==> config.mk <==
export PLATFORM = sky130hd
export DESIGN_NAME = serial_port_control
export DESIGN_NICKNAME = d
export VERILOG_FILES = /design/src/logic/serial_port_pkg.sv /design/src/logic/serial_ctrl_if.sv /design/src/logic/serial_shift_out.sv /design/src/logic/serial_shift_in.sv /design/src/logic/serial_port_control.sv
export SDC_FILE = /design/constraint.sdc
export NUM_CORES = 1
export LEC_CHECK = 0
export ABC_AREA = 1
export ABC_CLOCK_PERIOD_IN_PS = 2500
export BUFFER_PORTS_ARGS = -buffer_cell sky130_fd_sc_hd__buf_4
export CAP_MARGIN = 20
export CELL_PAD_IN_SITES_DETAIL_PLACEMENT = 1
export CELL_PAD_IN_SITES_GLOBAL_PLACEMENT = 1
export CORE_MARGIN = 2
export CORE_UTILIZATION = 38
export DETAILED_ROUTE_END_ITERATION = 8
export PLACE_DENSITY_LB_ADDON = 0.3
export SYNTH_ARGS = -nofsm -noshare
export SYNTH_HDL_FRONTEND = slang
export SYNTH_SLANG_ARGS = --single-unit
==> constraint.sdc <==
create_clock -name clk -period 2.5 [get_ports clk]
set_input_delay 0.125 -clock clk [delete_from_list [all_inputs] [get_ports clk]]
set_output_delay 0.125 -clock clk [all_outputs]
set_load 0.05 [all_outputs]
==> src/logic/serial_port_pkg.sv <==
// Shared constants, types and frame decode for the serial port block
package serial_port_pkg;
  localparam int BIT_W = 13;
  localparam logic [7:0] IDX_CTRL = 8'h98;
  localparam logic [7:0] IDX_DATA = 8'h99;
  localparam logic [7:0] IDX_POWER = 8'h9a;
  localparam logic [7:0] IDX_BAUD = 8'h9b;
  localparam logic [7:0] IDX_IRQ_STATUS = 8'h9c;
  localparam logic [7:0] IDX_IRQ_MASK = 8'h9d;
  localparam int CTRL_MODE_LOW = 7;
  localparam int CTRL_MODE_HIGH = 6;
  localparam int CTRL_MULTIPROC = 5;
  localparam int CTRL_RX_EN = 4;
  localparam int CTRL_TX_NINTH = 3;
  localparam int CTRL_RX_NINTH = 2;
  localparam int CTRL_TX_DONE = 1;
  localparam int CTRL_RX_DONE = 0;
  localparam int POWER_DOUBLE = 7;
  localparam int POWER_FE_SELECT = 6;
  localparam int IRQ_W = 3;
  localparam int IRQ_TX = 0;
  localparam int IRQ_RX = 1;
  localparam int IRQ_FE = 2;
  localparam logic [7:0] CTRL_RESET = 8'h00;
  localparam logic [7:0] POWER_RESET = 8'h00;
  localparam logic [7:0] BAUD_RESET = 8'h00;
  localparam logic [BIT_W-1:0] DIV_SYNC_SLOW = 13'h00c;
  localparam logic [BIT_W-1:0] DIV_SYNC_FAST = 13'h004;
  localparam logic [BIT_W-1:0] DIV_FIXED_SLOW = 13'h040;
  localparam logic [BIT_W-1:0] DIV_FIXED_FAST = 13'h020;
  localparam logic [BIT_W-1:0] BIT_ONE = 13'h001;
  localparam logic [3:0] FRAME_SYNC = 4'h8;
  localparam logic [3:0] FRAME_10 = 4'ha;
  localparam logic [3:0] FRAME_11 = 4'hb;
  typedef enum logic [1:0] {
    MODE_SYNC8 = 2'h0,
    MODE_ASYNC10 = 2'h1,
    MODE_ASYNC11_FIXED = 2'h2,
    MODE_ASYNC11_VAR = 2'h3
  } serial_mode_type;
  typedef enum logic [1:0] {
    LINK_IDLE = 2'h0,
    LINK_START = 2'h1,
    LINK_SHIFT = 2'h3
  } link_state_type;
  function automatic logic [3:0] frame_bits(input serial_mode_type m);
    if (m == MODE_SYNC8)
      frame_bits = FRAME_SYNC;
    else if (m == MODE_ASYNC10)
      frame_bits = FRAME_10;
    else
      frame_bits = FRAME_11;
  endfunction
endpackage

==> src/logic/serial_ctrl_if.sv <==
// Control and data path between the register side and the two shifters
`timescale 1ns/10ps
`default_nettype none
interface serial_ctrl_if;
  import serial_port_pkg::*;
  serial_mode_type mode;
  logic [BIT_W-1:0] bit_cycles;
  logic tx_start;
  logic [7:0] tx_data;
  logic tx_ninth;
  logic tx_busy;
  logic tx_done;
  logic tx_line;
  logic tx_sync_clk;
  logic tx_sync_drive;
  logic rx_enable;
  logic rx_sync_go;
  logic rx_line;
  logic rx_busy;
  logic rx_done;
  logic [7:0] rx_data;
  logic rx_ninth;
  logic rx_stop_ok;
  logic rx_sync_clk;
  modport ctrl (output mode, bit_cycles, tx_start, tx_data, tx_ninth, rx_enable,
    rx_sync_go, rx_line, input tx_busy, tx_done, tx_line, tx_sync_clk,
    tx_sync_drive, rx_busy, rx_done, rx_data, rx_ninth, rx_stop_ok, rx_sync_clk);
  modport tx (input mode, bit_cycles, tx_start, tx_data, tx_ninth,
    output tx_busy, tx_done, tx_line, tx_sync_clk, tx_sync_drive);
  modport rx (input mode, bit_cycles, rx_enable, rx_sync_go, rx_line,
    output rx_busy, rx_done, rx_data, rx_ninth, rx_stop_ok, rx_sync_clk);
endinterface
`default_nettype wire

==> src/logic/serial_shift_out.sv <==
// Transmit shifter: start, data, ninth and stop bits, or the sync shift
`timescale 1ns/10ps
`default_nettype none
module serial_shift_out
  import serial_port_pkg::*;
(
  input wire logic clk,
  input wire logic sys_rst,
  serial_ctrl_if.tx link
);
  link_state_type state;
  logic [BIT_W-1:0] cnt;
  logic [3:0] idx;
  logic [10:0] shreg;
  wire sync_mode = link.mode == MODE_SYNC8;
  wire [3:0] last_idx = frame_bits(link.mode) - 4'h1;
  wire last_cnt = cnt == link.bit_cycles - BIT_ONE;
  wire past_half = cnt >= (link.bit_cycles >> 1);
  wire [10:0] load = sync_mode ? {3'h7, link.tx_data} :
    (link.mode == MODE_ASYNC10) ? {2'h3, link.tx_data, 1'h0} :
    {1'h1, link.tx_ninth, link.tx_data, 1'h0};
  assign link.tx_busy = state != LINK_IDLE;
  always_ff @(posedge clk)
  begin
    if (sys_rst)
    begin
      state <= LINK_IDLE;
      cnt <= '0;
      idx <= 4'h0;
      shreg <= 11'h7ff;
      link.tx_line <= 1'h1;
      link.tx_sync_clk <= 1'h1;
      link.tx_sync_drive <= 1'h0;
      link.tx_done <= 1'h0;
    end
    else
    begin
      link.tx_done <= 1'h0;
      link.tx_sync_clk <= !(state == LINK_SHIFT && sync_mode && !past_half);
      link.tx_sync_drive <= state == LINK_SHIFT && sync_mode;
      if (state == LINK_IDLE)
      begin
        link.tx_line <= 1'h1;
        if (link.tx_start)
        begin
          shreg <= load;
          idx <= 4'h0;
          cnt <= '0;
          state <= LINK_SHIFT;
        end
      end
      else
      begin
        cnt <= last_cnt ? '0 : cnt + BIT_ONE;
        if (cnt == '0)
        begin
          link.tx_line <= shreg[0];
          // Flag rises as the stop bit starts
          if (!sync_mode && idx == last_idx)
            link.tx_done <= 1'h1;
        end
        if (last_cnt)
        begin
          shreg <= {1'h1, shreg[10:1]};
          idx <= idx + 4'h1;
          if (idx == last_idx)
          begin
            state <= LINK_IDLE;
            if (sync_mode)
              link.tx_done <= 1'h1;
          end
        end
      end
    end
  end
endmodule
`default_nettype wire

==> src/logic/serial_shift_in.sv <==
// Receive shifter: start check, mid-bit sampling, sync clocked capture
`timescale 1ns/10ps
`default_nettype none
module serial_shift_in
  import serial_port_pkg::*;
(
  input wire logic clk,
  input wire logic sys_rst,
  serial_ctrl_if.rx link
);
  link_state_type state;
  logic [BIT_W-1:0] cnt;
  logic [3:0] idx;
  logic [9:0] shreg;
  logic prev_line;
  wire sync_mode = link.mode == MODE_SYNC8;
  wire [3:0] last_idx = sync_mode ? FRAME_SYNC - 4'h1 : frame_bits(link.mode) - 4'h2;
  wire last_cnt = cnt == link.bit_cycles - BIT_ONE;
  wire half_cnt = cnt == (link.bit_cycles >> 1);
  wire past_half = cnt >= (link.bit_cycles >> 1);
  wire [9:0] next_shreg = {link.rx_line, shreg[9:1]};
  assign link.rx_busy = state != LINK_IDLE;
  always_ff @(posedge clk)
  begin
    if (sys_rst)
    begin
      state <= LINK_IDLE;
      cnt <= '0;
      idx <= 4'h0;
      shreg <= 10'h000;
      prev_line <= 1'h1;
      link.rx_done <= 1'h0;
      link.rx_data <= 8'h00;
      link.rx_ninth <= 1'h0;
      link.rx_stop_ok <= 1'h0;
      link.rx_sync_clk <= 1'h1;
    end
    else
    begin
      prev_line <= link.rx_line;
      link.rx_done <= 1'h0;
      link.rx_sync_clk <= !(state == LINK_SHIFT && sync_mode && !past_half);
      cnt <= (state == LINK_IDLE || last_cnt) ? '0 : cnt + BIT_ONE;
      if (!link.rx_enable)
        state <= LINK_IDLE;
      else if (state == LINK_IDLE)
      begin
        idx <= 4'h0;
        if (sync_mode ? link.rx_sync_go : (prev_line && !link.rx_line))
          state <= sync_mode ? LINK_SHIFT : LINK_START;
      end
      else if (state == LINK_START)
      begin
        // A glitch shorter than half a bit is not a start bit
        if (half_cnt)
        begin
          cnt <= '0;
          state <= link.rx_line ? LINK_IDLE : LINK_SHIFT;
        end
      end
      else if (last_cnt)
      begin
        shreg <= next_shreg;
        idx <= idx + 4'h1;
        if (idx == last_idx)
        begin
          state <= LINK_IDLE;
          link.rx_done <= 1'h1;
          link.rx_stop_ok <= sync_mode || next_shreg[9];
          if (sync_mode)
            link.rx_data <= next_shreg[9:2];
          else if (link.mode == MODE_ASYNC10)
            link.rx_data <= next_shreg[8:1];
          else
            link.rx_data <= next_shreg[7:0];
          link.rx_ninth <= (link.mode == MODE_ASYNC10) ? next_shreg[9] : next_shreg[8];
        end
      end
    end
  end
endmodule
`default_nettype wire

==> src/logic/serial_port_control.sv <==
// Serial port top: Avalon-MM register file, flags, interrupt and pins
// How it works
// Control bit 7 is the low mode bit or the framing error flag, as the power register picks.
// A bad stop bit sets the framing error flag and only a software write clears it.
// In modes 2 and 3 with multiprocessor mode on, a frame whose ninth bit is 0 sets no receive flag.
// In mode 1 with multiprocessor mode on, a frame without a valid stop bit sets no receive flag.
// In mode 0 the shift clock is the clock over 12, or over 4 when multiprocessor bit is set.
// Reception runs only while the receive enable bit 4 is one.
// In modes 2 and 3 control bit 3 goes out as the ninth data bit; only software changes it.
// In modes 2 and 3 the ninth received bit lands in control bit 2; mode 0 leaves it alone.
// In mode 1 with multiprocessor mode off, the received stop bit lands in control bit 2.
// The transmit flag rises after the 8th bit in mode 0, else as the stop bit begins.
// Software clears the transmit flag; hardware only ever sets it.
// The receive flag rises after the 8th bit in mode 0, else in mid stop bit, if accepted.
// The receive flag stays set until a software write clears it.
// The mode bits pick sync 8-bit, async 10-bit variable, 11-bit fixed or 11-bit variable.
// The data address reads the receive buffer and writes the separate transmit buffer.
// A write to the transmit buffer starts a new frame in the selected mode; here a write while a frame is still shifting starts none.
//
// The Avalon-MM slave port was left to the implementer.
`timescale 1ns/10ps
`default_nettype none
module serial_port_control
  import serial_port_pkg::*;
(
  input wire logic clk,
  input wire logic sys_rst,
  input wire logic [9:0] address,
  input wire logic read,
  input wire logic write,
  input wire logic [3:0] byteenable,
  input wire logic [31:0] writedata,
  output logic [31:0] readdata,
  output logic waitrequest,
  output logic irq,
  output logic txd,
  input wire logic rxd_in,
  output logic rxd_out,
  output logic rxd_drive_n
);
  ////////////////////////////////////////////////////////////////////////
  // Register state
  logic mode_sel_low;
  logic mode_sel_high;
  logic multiproc_enable;
  logic rx_enable;
  logic tx_ninth_bit;
  logic rx_ninth_bit;
  logic tx_complete_flag;
  logic rx_complete_flag;
  logic frame_error_flag;
  logic double_rate;
  logic frame_err_select;
  logic [7:0] baud_div;
  logic [7:0] rx_buffer;
  logic [7:0] tx_buffer;
  logic [IRQ_W-1:0] irq_status;
  logic [IRQ_W-1:0] irq_mask;
  logic tx_start;
  logic rxd_meta;
  logic rxd_sync2;
  logic rxd_sync3;
  logic rxd_level;
  logic [31:0] next_readdata;

  serial_ctrl_if link ();

  ////////////////////////////////////////////////////////////////////////
  // Bus decode
  // Offsets are register indices; the byte address is four times the index
  wire [7:0] index = address[9:2];
  wire hit_ctrl = index == IDX_CTRL;
  wire hit_data = index == IDX_DATA;
  wire hit_power = index == IDX_POWER;
  wire hit_baud = index == IDX_BAUD;
  wire hit_status = index == IDX_IRQ_STATUS;
  wire hit_mask = index == IDX_IRQ_MASK;
  wire take = (read || write) && !waitrequest;
  wire wr_lane = take && write && byteenable[0];
  wire wr_ctrl = wr_lane && hit_ctrl;
  wire wr_data = wr_lane && hit_data;
  wire wr_power = wr_lane && hit_power;
  wire wr_baud = wr_lane && hit_baud;
  wire wr_status = wr_lane && hit_status;
  wire wr_mask = wr_lane && hit_mask;
  wire [7:0] wd = writedata[7:0];

  ////////////////////////////////////////////////////////////////////////
  // Mode and rate
  wire serial_mode_type mode = serial_mode_type'({mode_sel_low, mode_sel_high});
  wire sync_mode = mode == MODE_SYNC8;
  wire ninth_mode = mode == MODE_ASYNC11_FIXED || mode == MODE_ASYNC11_VAR;
  wire [8:0] baud_steps = {1'h0, baud_div} + 9'h001;
  wire [BIT_W-1:0] var_cycles = {baud_steps, 4'h0};
  wire [BIT_W-1:0] sync_cycles = multiproc_enable ? DIV_SYNC_FAST : DIV_SYNC_SLOW;
  wire [BIT_W-1:0] fixed_cycles = double_rate ? DIV_FIXED_FAST : DIV_FIXED_SLOW;
  assign link.mode = mode;
  assign link.bit_cycles = sync_mode ? sync_cycles :
    (mode == MODE_ASYNC11_FIXED) ? fixed_cycles : var_cycles;

  ////////////////////////////////////////////////////////////////////////
  // Receive acceptance
  // Multiprocessor filter: address frames carry a one in the ninth bit
  wire mp_reject_ninth = ninth_mode && multiproc_enable && !link.rx_ninth;
  wire mp_reject_stop = mode == MODE_ASYNC10 && multiproc_enable && !link.rx_stop_ok;
  wire rx_accept = link.rx_done && !mp_reject_ninth && !mp_reject_stop;
  wire fe_set = link.rx_done && !sync_mode && !link.rx_stop_ok;
  wire ninth_load = rx_accept && !sync_mode;
  wire [IRQ_W-1:0] events = {fe_set, rx_accept, link.tx_done};

  ////////////////////////////////////////////////////////////////////////
  // Shifter hookup
  assign link.tx_start = tx_start;
  assign link.tx_data = tx_buffer;
  assign link.tx_ninth = tx_ninth_bit;
  assign link.rx_enable = rx_enable;
  // Sync receive waits for the old byte to be taken and the line to be free
  assign link.rx_sync_go = sync_mode && !rx_complete_flag && !link.tx_busy;
  assign link.rx_line = rxd_level;

  serial_shift_out tx_unit (
    .clk(clk),
    .sys_rst(sys_rst),
    .link(link.tx)
  );

  serial_shift_in rx_unit (
    .clk(clk),
    .sys_rst(sys_rst),
    .link(link.rx)
  );

  ////////////////////////////////////////////////////////////////////////
  // Read mux
  wire [7:0] ctrl_view = {frame_err_select ? frame_error_flag : mode_sel_low,
    mode_sel_high, multiproc_enable, rx_enable, tx_ninth_bit, rx_ninth_bit,
    tx_complete_flag, rx_complete_flag};

  always_comb
  begin
    next_readdata = 32'h0000_0000;
    if (hit_ctrl)
      next_readdata[7:0] = ctrl_view;
    else if (hit_data)
      next_readdata[7:0] = rx_buffer;
    else if (hit_power)
      next_readdata[POWER_DOUBLE] = double_rate;
    else if (hit_baud)
      next_readdata[7:0] = baud_div;
    else if (hit_status)
      next_readdata[IRQ_W-1:0] = irq_status;
    else if (hit_mask)
      next_readdata[IRQ_W-1:0] = irq_mask;
    if (hit_power)
      next_readdata[POWER_FE_SELECT] = frame_err_select;
  end

  ////////////////////////////////////////////////////////////////////////
  // Bus handshake: every access is answered one cycle after it is seen
  always_ff @(posedge clk)
  begin
    if (sys_rst)
    begin
      waitrequest <= 1'h1;
      readdata <= 32'h0000_0000;
    end
    else if (take)
      waitrequest <= 1'h1;
    else if (read || write)
    begin
      waitrequest <= 1'h0;
      readdata <= read ? next_readdata : 32'h0000_0000;
    end
  end

  ////////////////////////////////////////////////////////////////////////
  // Control register bits
  always_ff @(posedge clk)
  begin
    if (sys_rst)
    begin
      mode_sel_low <= CTRL_RESET[CTRL_MODE_LOW];
      mode_sel_high <= CTRL_RESET[CTRL_MODE_HIGH];
      multiproc_enable <= CTRL_RESET[CTRL_MULTIPROC];
      rx_enable <= CTRL_RESET[CTRL_RX_EN];
      tx_ninth_bit <= CTRL_RESET[CTRL_TX_NINTH];
    end
    else if (wr_ctrl)
    begin
      if (!frame_err_select)
        mode_sel_low <= wd[CTRL_MODE_LOW];
      mode_sel_high <= wd[CTRL_MODE_HIGH];
      multiproc_enable <= wd[CTRL_MULTIPROC];
      rx_enable <= wd[CTRL_RX_EN];
      tx_ninth_bit <= wd[CTRL_TX_NINTH];
    end
  end

  ////////////////////////////////////////////////////////////////////////
  // Hardware set flags: a set in the same cycle as a write wins
  always_ff @(posedge clk)
  begin
    if (sys_rst)
    begin
      tx_complete_flag <= CTRL_RESET[CTRL_TX_DONE];
      rx_complete_flag <= CTRL_RESET[CTRL_RX_DONE];
      rx_ninth_bit <= CTRL_RESET[CTRL_RX_NINTH];
      frame_error_flag <= 1'h0;
    end
    else
    begin
      if (link.tx_done)
        tx_complete_flag <= 1'h1;
      else if (wr_ctrl)
        tx_complete_flag <= wd[CTRL_TX_DONE];
      if (rx_accept)
        rx_complete_flag <= 1'h1;
      else if (wr_ctrl)
        rx_complete_flag <= wd[CTRL_RX_DONE];
      if (ninth_load)
        rx_ninth_bit <= link.rx_ninth;
      else if (wr_ctrl)
        rx_ninth_bit <= wd[CTRL_RX_NINTH];
      if (fe_set)
        frame_error_flag <= 1'h1;
      else if (wr_ctrl && frame_err_select)
        frame_error_flag <= wd[CTRL_MODE_LOW];
    end
  end

  ////////////////////////////////////////////////////////////////////////
  // Buffers and rate registers
  always_ff @(posedge clk)
  begin
    if (sys_rst)
    begin
      rx_buffer <= 8'h00;
      tx_buffer <= 8'h00;
      tx_start <= 1'h0;
      double_rate <= POWER_RESET[POWER_DOUBLE];
      frame_err_select <= POWER_RESET[POWER_FE_SELECT];
      baud_div <= BAUD_RESET;
    end
    else
    begin
      // A write while a frame is still shifting starts no frame
      tx_start <= wr_data && !link.tx_busy && !tx_start;
      if (wr_data)
        tx_buffer <= wd;
      if (rx_accept)
        rx_buffer <= link.rx_data;
      if (wr_power)
      begin
        double_rate <= wd[POWER_DOUBLE];
        frame_err_select <= wd[POWER_FE_SELECT];
      end
      if (wr_baud)
        baud_div <= wd;
    end
  end

  ////////////////////////////////////////////////////////////////////////
  // Interrupt: sticky status, write one to clear, set wins
  always_ff @(posedge clk)
  begin
    if (sys_rst)
    begin
      irq_status <= '0;
      irq_mask <= '0;
      irq <= 1'h0;
    end
    else
    begin
      irq_status <= (irq_status & ~(wr_status ? wd[IRQ_W-1:0] : '0)) | events;
      if (wr_mask)
        irq_mask <= wd[IRQ_W-1:0];
      irq <= |(irq_status & irq_mask);
    end
  end

  ////////////////////////////////////////////////////////////////////////
  // Pins
  // Three stages; the level moves only once stages two and three agree
  always_ff @(posedge clk)
  begin
    if (sys_rst)
    begin
      rxd_meta <= 1'h1;
      rxd_sync2 <= 1'h1;
      rxd_sync3 <= 1'h1;
      rxd_level <= 1'h1;
    end
    else
    begin
      rxd_meta <= rxd_in;
      rxd_sync2 <= rxd_meta;
      rxd_sync3 <= rxd_sync2;
      if (rxd_sync2 == rxd_sync3)
        rxd_level <= rxd_sync3;
    end
  end

  // In mode 0 the transmit pin carries the shift clock, data rides on rxd
  always_ff @(posedge clk)
  begin
    if (sys_rst)
    begin
      txd <= 1'h1;
      rxd_out <= 1'h1;
      rxd_drive_n <= 1'h1;
    end
    else
    begin
      txd <= sync_mode ? (link.tx_sync_clk & link.rx_sync_clk) : link.tx_line;
      rxd_out <= link.tx_line;
      rxd_drive_n <= !link.tx_sync_drive;
    end
  end
endmodule
`default_nettype wire

### Yosys cells after proc, flatten, opt, wreduce, memory -nomap -nowiden

Cells that the tools add are included.

* add/subtract/negate cells: 8
* magnitude comparators: 2
* equal/unequal tests: 22
* multiplexer cells: 69
* bitwise gates (word level): 11
* reductions and logical operators: 75

Operators with widths (count)
* 13-bit two-way mux: 10
* 8-bit == test, second input constant: 6
* 11-bit two-way mux: 4
* 8-bit two-way mux: 5
* 4-bit two-way mux: 8
* 1-bit logical AND: 29
* 13-bit by 1-bit adder with 13-bit output, second input constant: 2
* 13-bit == test: 2
* 13-bit by 12-bit >= comparator with 1-bit output: 2
* 2-bit two-way mux: 13
* 1-bit two-way mux: 21
* 2-bit nonzero test: 8
* 1-bit zero test: 15
* 7-bit two-way mux: 2
* 13-bit by 12-bit == test with 1-bit output: 1
* 13-bit zero test: 1
* 13-bit by 1-bit subtractor with 13-bit output, second input constant: 1
* 3-bit two-way mux: 4
* 10-bit two-way mux: 1
* 8-bit by 1-bit adder with 9-bit output, second input constant: 1
* 4-bit by 1-bit adder with 4-bit output, second input constant: 2
* 2-bit == test, second input constant: 4
* 4-bit == test: 2
* 4-bit AND reduction: 2
* other kinds (22): 41

* register bits after elaboration: 159
* input bits: 51
* output and inout bits: 37
* word-level logic and storage cells: 232

### Depth between registers and ports, before layout

* depth after elaboration: 11
* mapped depth: 20
* gate-level depth less buffers: 20

### Cells and area by module

From an unflattened synthesis, not the netlist that was laid out.

* cell total of the unflattened synthesis: 1234
* area total of the unflattened synthesis: 8262.9 um^2

By module, submodules not included
* serial_port_control: times used 1, cells an instance 403, area each 2964.1 um^2, seq. area each 1181.1 um^2
* serial_shift_in: times used 1, cells an instance 415, area each 2707.6 um^2, seq. area each 820.8 um^2
* serial_shift_out: times used 1, cells an instance 416, area each 2591.2 um^2, seq. area each 640.6 um^2

### Worst setup path before layout

OpenSTA, ideal clock, no wires.

* kind: register to register
* start: register mode_sel_high
* end: register rx_unit.cnt[8]
* library setup time: 0.119 ns
* data arrival time: 2.574 ns
* required time: 2.381 ns
* slack: -0.193 ns
* cell stages (with the launch flop): 15
* path buffers: 4
* period minus slack after synthesis: 2.693 ns
* path through: dfxtp_1 > buf_2 > nor2_1 > clkbuf_1 > clkbuf_1 > nand2_1 > ha_1 > nand2_1 > nor2_1 > nand4_1 > nor3_1 > a31oi_1 > nand3_1 > buf_2 > nor3_1

* cells in the longest elaborated chain, start to end: 11
* elaborated cells on any way between the ends: 13
* those cells by class: 1 x add/sub; 3 x eq/ne; 7 x mux; 2 x reduce/logical

RTL lines
* start: declaration: RTL line serial_port_control.sv:44 `logic mode_sel_high;`
* start signal: assignment: RTL line serial_port_control.sv:183 `mode_sel_high <= CTRL_RESET[CTRL_MODE_HIGH];`
* start signal: assignment: RTL line serial_port_control.sv:192 `mode_sel_high <= wd[CTRL_MODE_HIGH];`
* 2-bit == test: RTL line serial_port_control.sv:99 `(mode == MODE_ASYNC11_FIXED) ? fixed_cycles : var_cycles;`
* 13-bit two-way mux: RTL line serial_port_control.sv:99
* 13-bit two-way mux *: RTL line serial_port_control.sv:98 `assign link.bit_cycles = sync_mode ? sync_cycles :`
* 13-bit by 1-bit subtractor with 13-bit output: RTL line serial_shift_in.sv:18 `wire last_cnt = cnt == link.bit_cycles - BIT_ONE;`
* 13-bit == test: RTL line serial_shift_in.sv:18
* 1-bit logical OR: RTL line serial_shift_in.sv:43 `cnt <= (state == LINK_IDLE || last_cnt) ? '0 : cnt + BIT_ONE;`
* 13-bit two-way mux: RTL line serial_shift_in.sv:43
* 13-bit two-way mux: RTL line serial_shift_in.sv:55 `if (half_cnt)`
* 13-bit two-way mux: RTL line serial_shift_in.sv:52 `else if (state == LINK_START)`
* 13-bit two-way mux: RTL line serial_shift_in.sv:46 `else if (state == LINK_IDLE)`
* 13-bit two-way mux *: RTL line serial_shift_in.sv:44 `if (!link.rx_enable)`
* end signal: assignment: RTL line serial_shift_in.sv:43
* end: declaration: RTL line serial_shift_in.sv:12 `logic [BIT_W-1:0] cnt;`

Mark *: on every way between the ends. The rest lies on a longest branch, timed or not.
A chain may end at the register's enable or synchronous reset.

### Final worst setup path

* start: register baud_div[0]
* end: register tx_unit.shreg[8]

* cells in the longest elaborated chain, start to end: 7

RTL lines
* start: declaration: RTL line serial_port_control.sv:54 `logic [7:0] baud_div;`
* start signal: assignment: RTL line serial_port_control.sv:258 `baud_div <= wd;`
* 8-bit by 1-bit adder with 9-bit output: RTL line serial_port_control.sv:93 `wire [8:0] baud_steps = {1'h0, baud_div} + 9'h001;`
* 13-bit two-way mux: RTL line serial_port_control.sv:99
* 13-bit two-way mux: RTL line serial_port_control.sv:98
* 13-bit by 1-bit subtractor with 13-bit output: RTL line serial_shift_out.sv:17 `wire last_cnt = cnt == link.bit_cycles - BIT_ONE;`
* 13-bit == test: RTL line serial_shift_out.sv:17
* 2-bit nonzero test (no source line)
* 2-bit AND reduction (no source line)
* end signal: assignment: RTL line serial_shift_out.sv:46 `shreg <= load;`
* end signal: assignment: RTL line serial_shift_out.sv:64 `shreg <= {1'h1, shreg[10:1]};`
* end: declaration: RTL line serial_shift_out.sv:14 `logic [10:0] shreg;`

Every way passes these cells.

==> flow_summary.yaml <==
status:
  status: "finished, violations left"
  violations: "setup timing"
worst_setup_path:
  cp_top_family: "simple AND/OR/NAND/NOR gates"
  worst-path-buf-inv: 3
  cp.arrival_ps: 3010
  worstPathMaxFanout: 6
  crit_required_ps: 2780
  crit_top_cell: "nand3_4"
  cp-start-kind: "flip-flop"
  path_class: "flip-flop to flip-flop"
  critical_path.max_stage_delay_ps: 370
  crit_chain: "buf_6 -> buf_4 -> nand4_1 -> nand3_4 -> nand3_4 -> nor2_4 -> nand2_2 -> nand2_2 -> nand2_4 -> nor2_1 -> nor2_4 -> nand3_4 -> nand2_8 -> clkbuf_16 -> nand4_1 -> nand3_1"
  slowest_stage: "dfxtp_2"
  endpoint_kind: "flip-flop"
placement:
  hpwl_um: 18400
  place_area_um2: 8360
  place.gp.congestion: 0.919
  pre_cts_slack_ps: -208
  portBuffers: 34
global_routing:
  grt_start_max_net_pins: 72
  grt_pass1_wl_um: 41000
  grt_pass1_vias: 7788
  grt_usage_pct: 25.7
  grt-ovfl-total: 0
  antenna_found_initial: 0
sta:
  fin_crit_ps: 2720
  rsz0062_at_grt: "yes"
  setup_violations: 67
  hold_viol_final: 0
  fin_skew_ps: 8.41
  fmax_mhz: 367
  maxSlewViolCount: 0
  finalWorstSetupSlack_ps: -224
  fin_crit_sh_pct: 109
  relSlewSlack_pct: 51.5
  worst_pin_slew_ps: 727
cts:
  clk_pin_slew_ps: 60
  clk_latency_ps: 440
  clkSinkCount: 132
  ctsRootBufferMaster: "clkbuf_16"
  cts_tree: "yes"
  cts.htree.levels: 4
  clockBufferDepth: 2
  numCtsBuffers: 17
yosys:
  synth_edf_count: 0
  yosysSeqAreaShare_pct: 35.7
  synthFlopType: "dfxtp_1"
  synth_area_leaders: "dfxtp_1 (36%), nand2_1 (9.8%), nor2_1 (7.4%)"
  postSynthAreaPerCell_um2: 6.83
  synth_cells: 1084
  yosysWarnings: 0
  synth_top_cell_by_area: "dfxtp_1"
  async_reset_ff_share_pct: 0
  yosysTopAreaCellShare_pct: 35.7
  synth_seq_cells: 132
  syn-cell-area_um2: 7400
  yosys.cell_types.count: 47
die:
  io_pins: 88
  die_area_um2: 20600
  die_width_um: 144
  fp.coreArea_um2: 19300
  start_util_pct: 38.4
  die_y_um: 144
  placementRows: 51
power_and_ir_drop:
  ir_worst_vdd_v: 0.000367
  power_density_nw_per_um2: 463
  p_total_mw: 4.64
  leakage_nw: 4.01
routing:
  vias: 8189
  wl_um: 29600
  drtAntennaViolNets: 0
  via_per_inst: 5.51
  drtIter0Drc: 579
  drt-pass1-iter-count: 5
  drc: 0
  wire_per_inst_um: 19.9
flow_run:
  max_cap_violations: 0
cells_and_area:
  nNetsFinal: 1287
  final_common_cell: "nand2_1"
  layout-drive-gt1-share_pct: 26.6
  post-route-cell-area_um2: 10000
  area_growth_pct: 35.5
  antennaDiodeCount: 0
  final_cell_mix: "nand2_1 (154), dfxtp_1 (125), buf_4 (112)"
hold_path:
  holdCritPathClass: "primary input to flip-flop"
## area by class of cell
cell class                      count  area, um^2
Clock buffer                       17         425
Clock inverter                     14         106
Timing Repair Buffer              134        1120
Multi-Input combinational cell    800        4910
Sequential cell                   132        2650
Fill cell                        2405        9250
Tap cell                          265         332
Inverter                          123         478
## Yosys cell counts (all sizes together) (4+ instances only)
master / instances
dfxtp: 132
clkbuf: 22
o22ai: 15
nor3: 18
o21ai: 69
nand4: 27
inv: 119
or2: 5
buf: 32
clkinv: 4
xnor2: 4
nand3: 109
a21oi: 87
a221oi: 6
ha: 28
o211ai: 10
nand2: 202
a31oi: 6
nor2: 152
xor2: 14
## tightest hold or removal path: cells and delay by family
| kind | cells | cell delay, ps |
|---|---|---|
| buffers and inverters | 1 | 130 |
| and+or+nand+nor | 1 | 70 |
| AOI/OAI and AO/OA | 1 | 60 |
## power breakdown
part | switching, mW | internal, mW | total [mW]
logic | 0.174 | 0.0454 | 0.220
registers | 0.00274 | 2.11 | 2.11
clock network | 1.04 | 1.27 | 2.32
total | 1.22 | 3.42 | 4.64
## flip-flops by register name, summed over array words and instances, names as in the netlist, 9 cells and up
name / cells
tx_unit.cnt: 13
rx_unit.shreg: 9
rx_unit.cnt: 13
tx_unit.shreg: 10
## routing by layer
layer | global-route usage [%] | vias to the layer above | wire (um)
met3 | 5.13 | 77 | 1450
met4 | 7.48 | 0 | 1090
li1 | - | 3835 | -
met5 | 0 | - | 0
met1 | 32.6 | 4030 | 12100
met2 | 44.1 | 247 | 14900
## repair_timing
| action | CTS | global route |
|---|---|---|
| pin swaps | 26 | 52 |
| gates resized for setup | 74 | 158 |
| buffers inserted | 6 | 12 |
| gates cloned | 2 | 3 |
| setup endpoints to repair | 57 | 69 |
| hold endpoints to repair | 5 | 0 |
| hold buffers | 4 | 0 |
## logic make-up (layout without fill, tap and decap cells)
kind of cell,after synthesis,count (layout),synth area share (%)
AO/OA/AOI/OAI,207,207,15.6
XOR/XNOR,18,18,2.13
adder cells (fa/ha/maj),28,28,4.73
buffers and inverters,177,288,10.3
flip-flops,132,132,35.7
other,1,24,0.0507
AND/OR/NAND/NOR,521,523,31.5
## through the flow
stage	instances	util, %	hold WS [ps]	setup TNS, ps
after floorplan	1107	-	214	0
after global placement	1429	43.4	315	-4690
after detailed placement	1429	43.4	317	-7760
after CTS	1472	48.1	3.78	-238
after global routing	1485	52.0	9.50	-16140
final	1485	52.0	5.28	-8030
## final timing paths
kind                                                       startpoint                            end  slack (ps)  depth (start not counted)
worst min-delay path                                     writedata[0]       irq_mask[0]$_SDFFE_PP0P_           5                          3
worst max register to register               baud_div[0]$_SDFFE_PP0P_  tx_unit.shreg[8]$_SDFFE_PP1P_        -220                         16
worst min register to register  tx_unit.link.tx_sync_drive$_SDFF_PP0_         rxd_drive_n$_SDFF_PP1_         380                          1
worst max-delay path                         baud_div[0]$_SDFFE_PP0P_  tx_unit.shreg[8]$_SDFFE_PP1P_        -220                         16
Power figures use the tool's default switching activity.
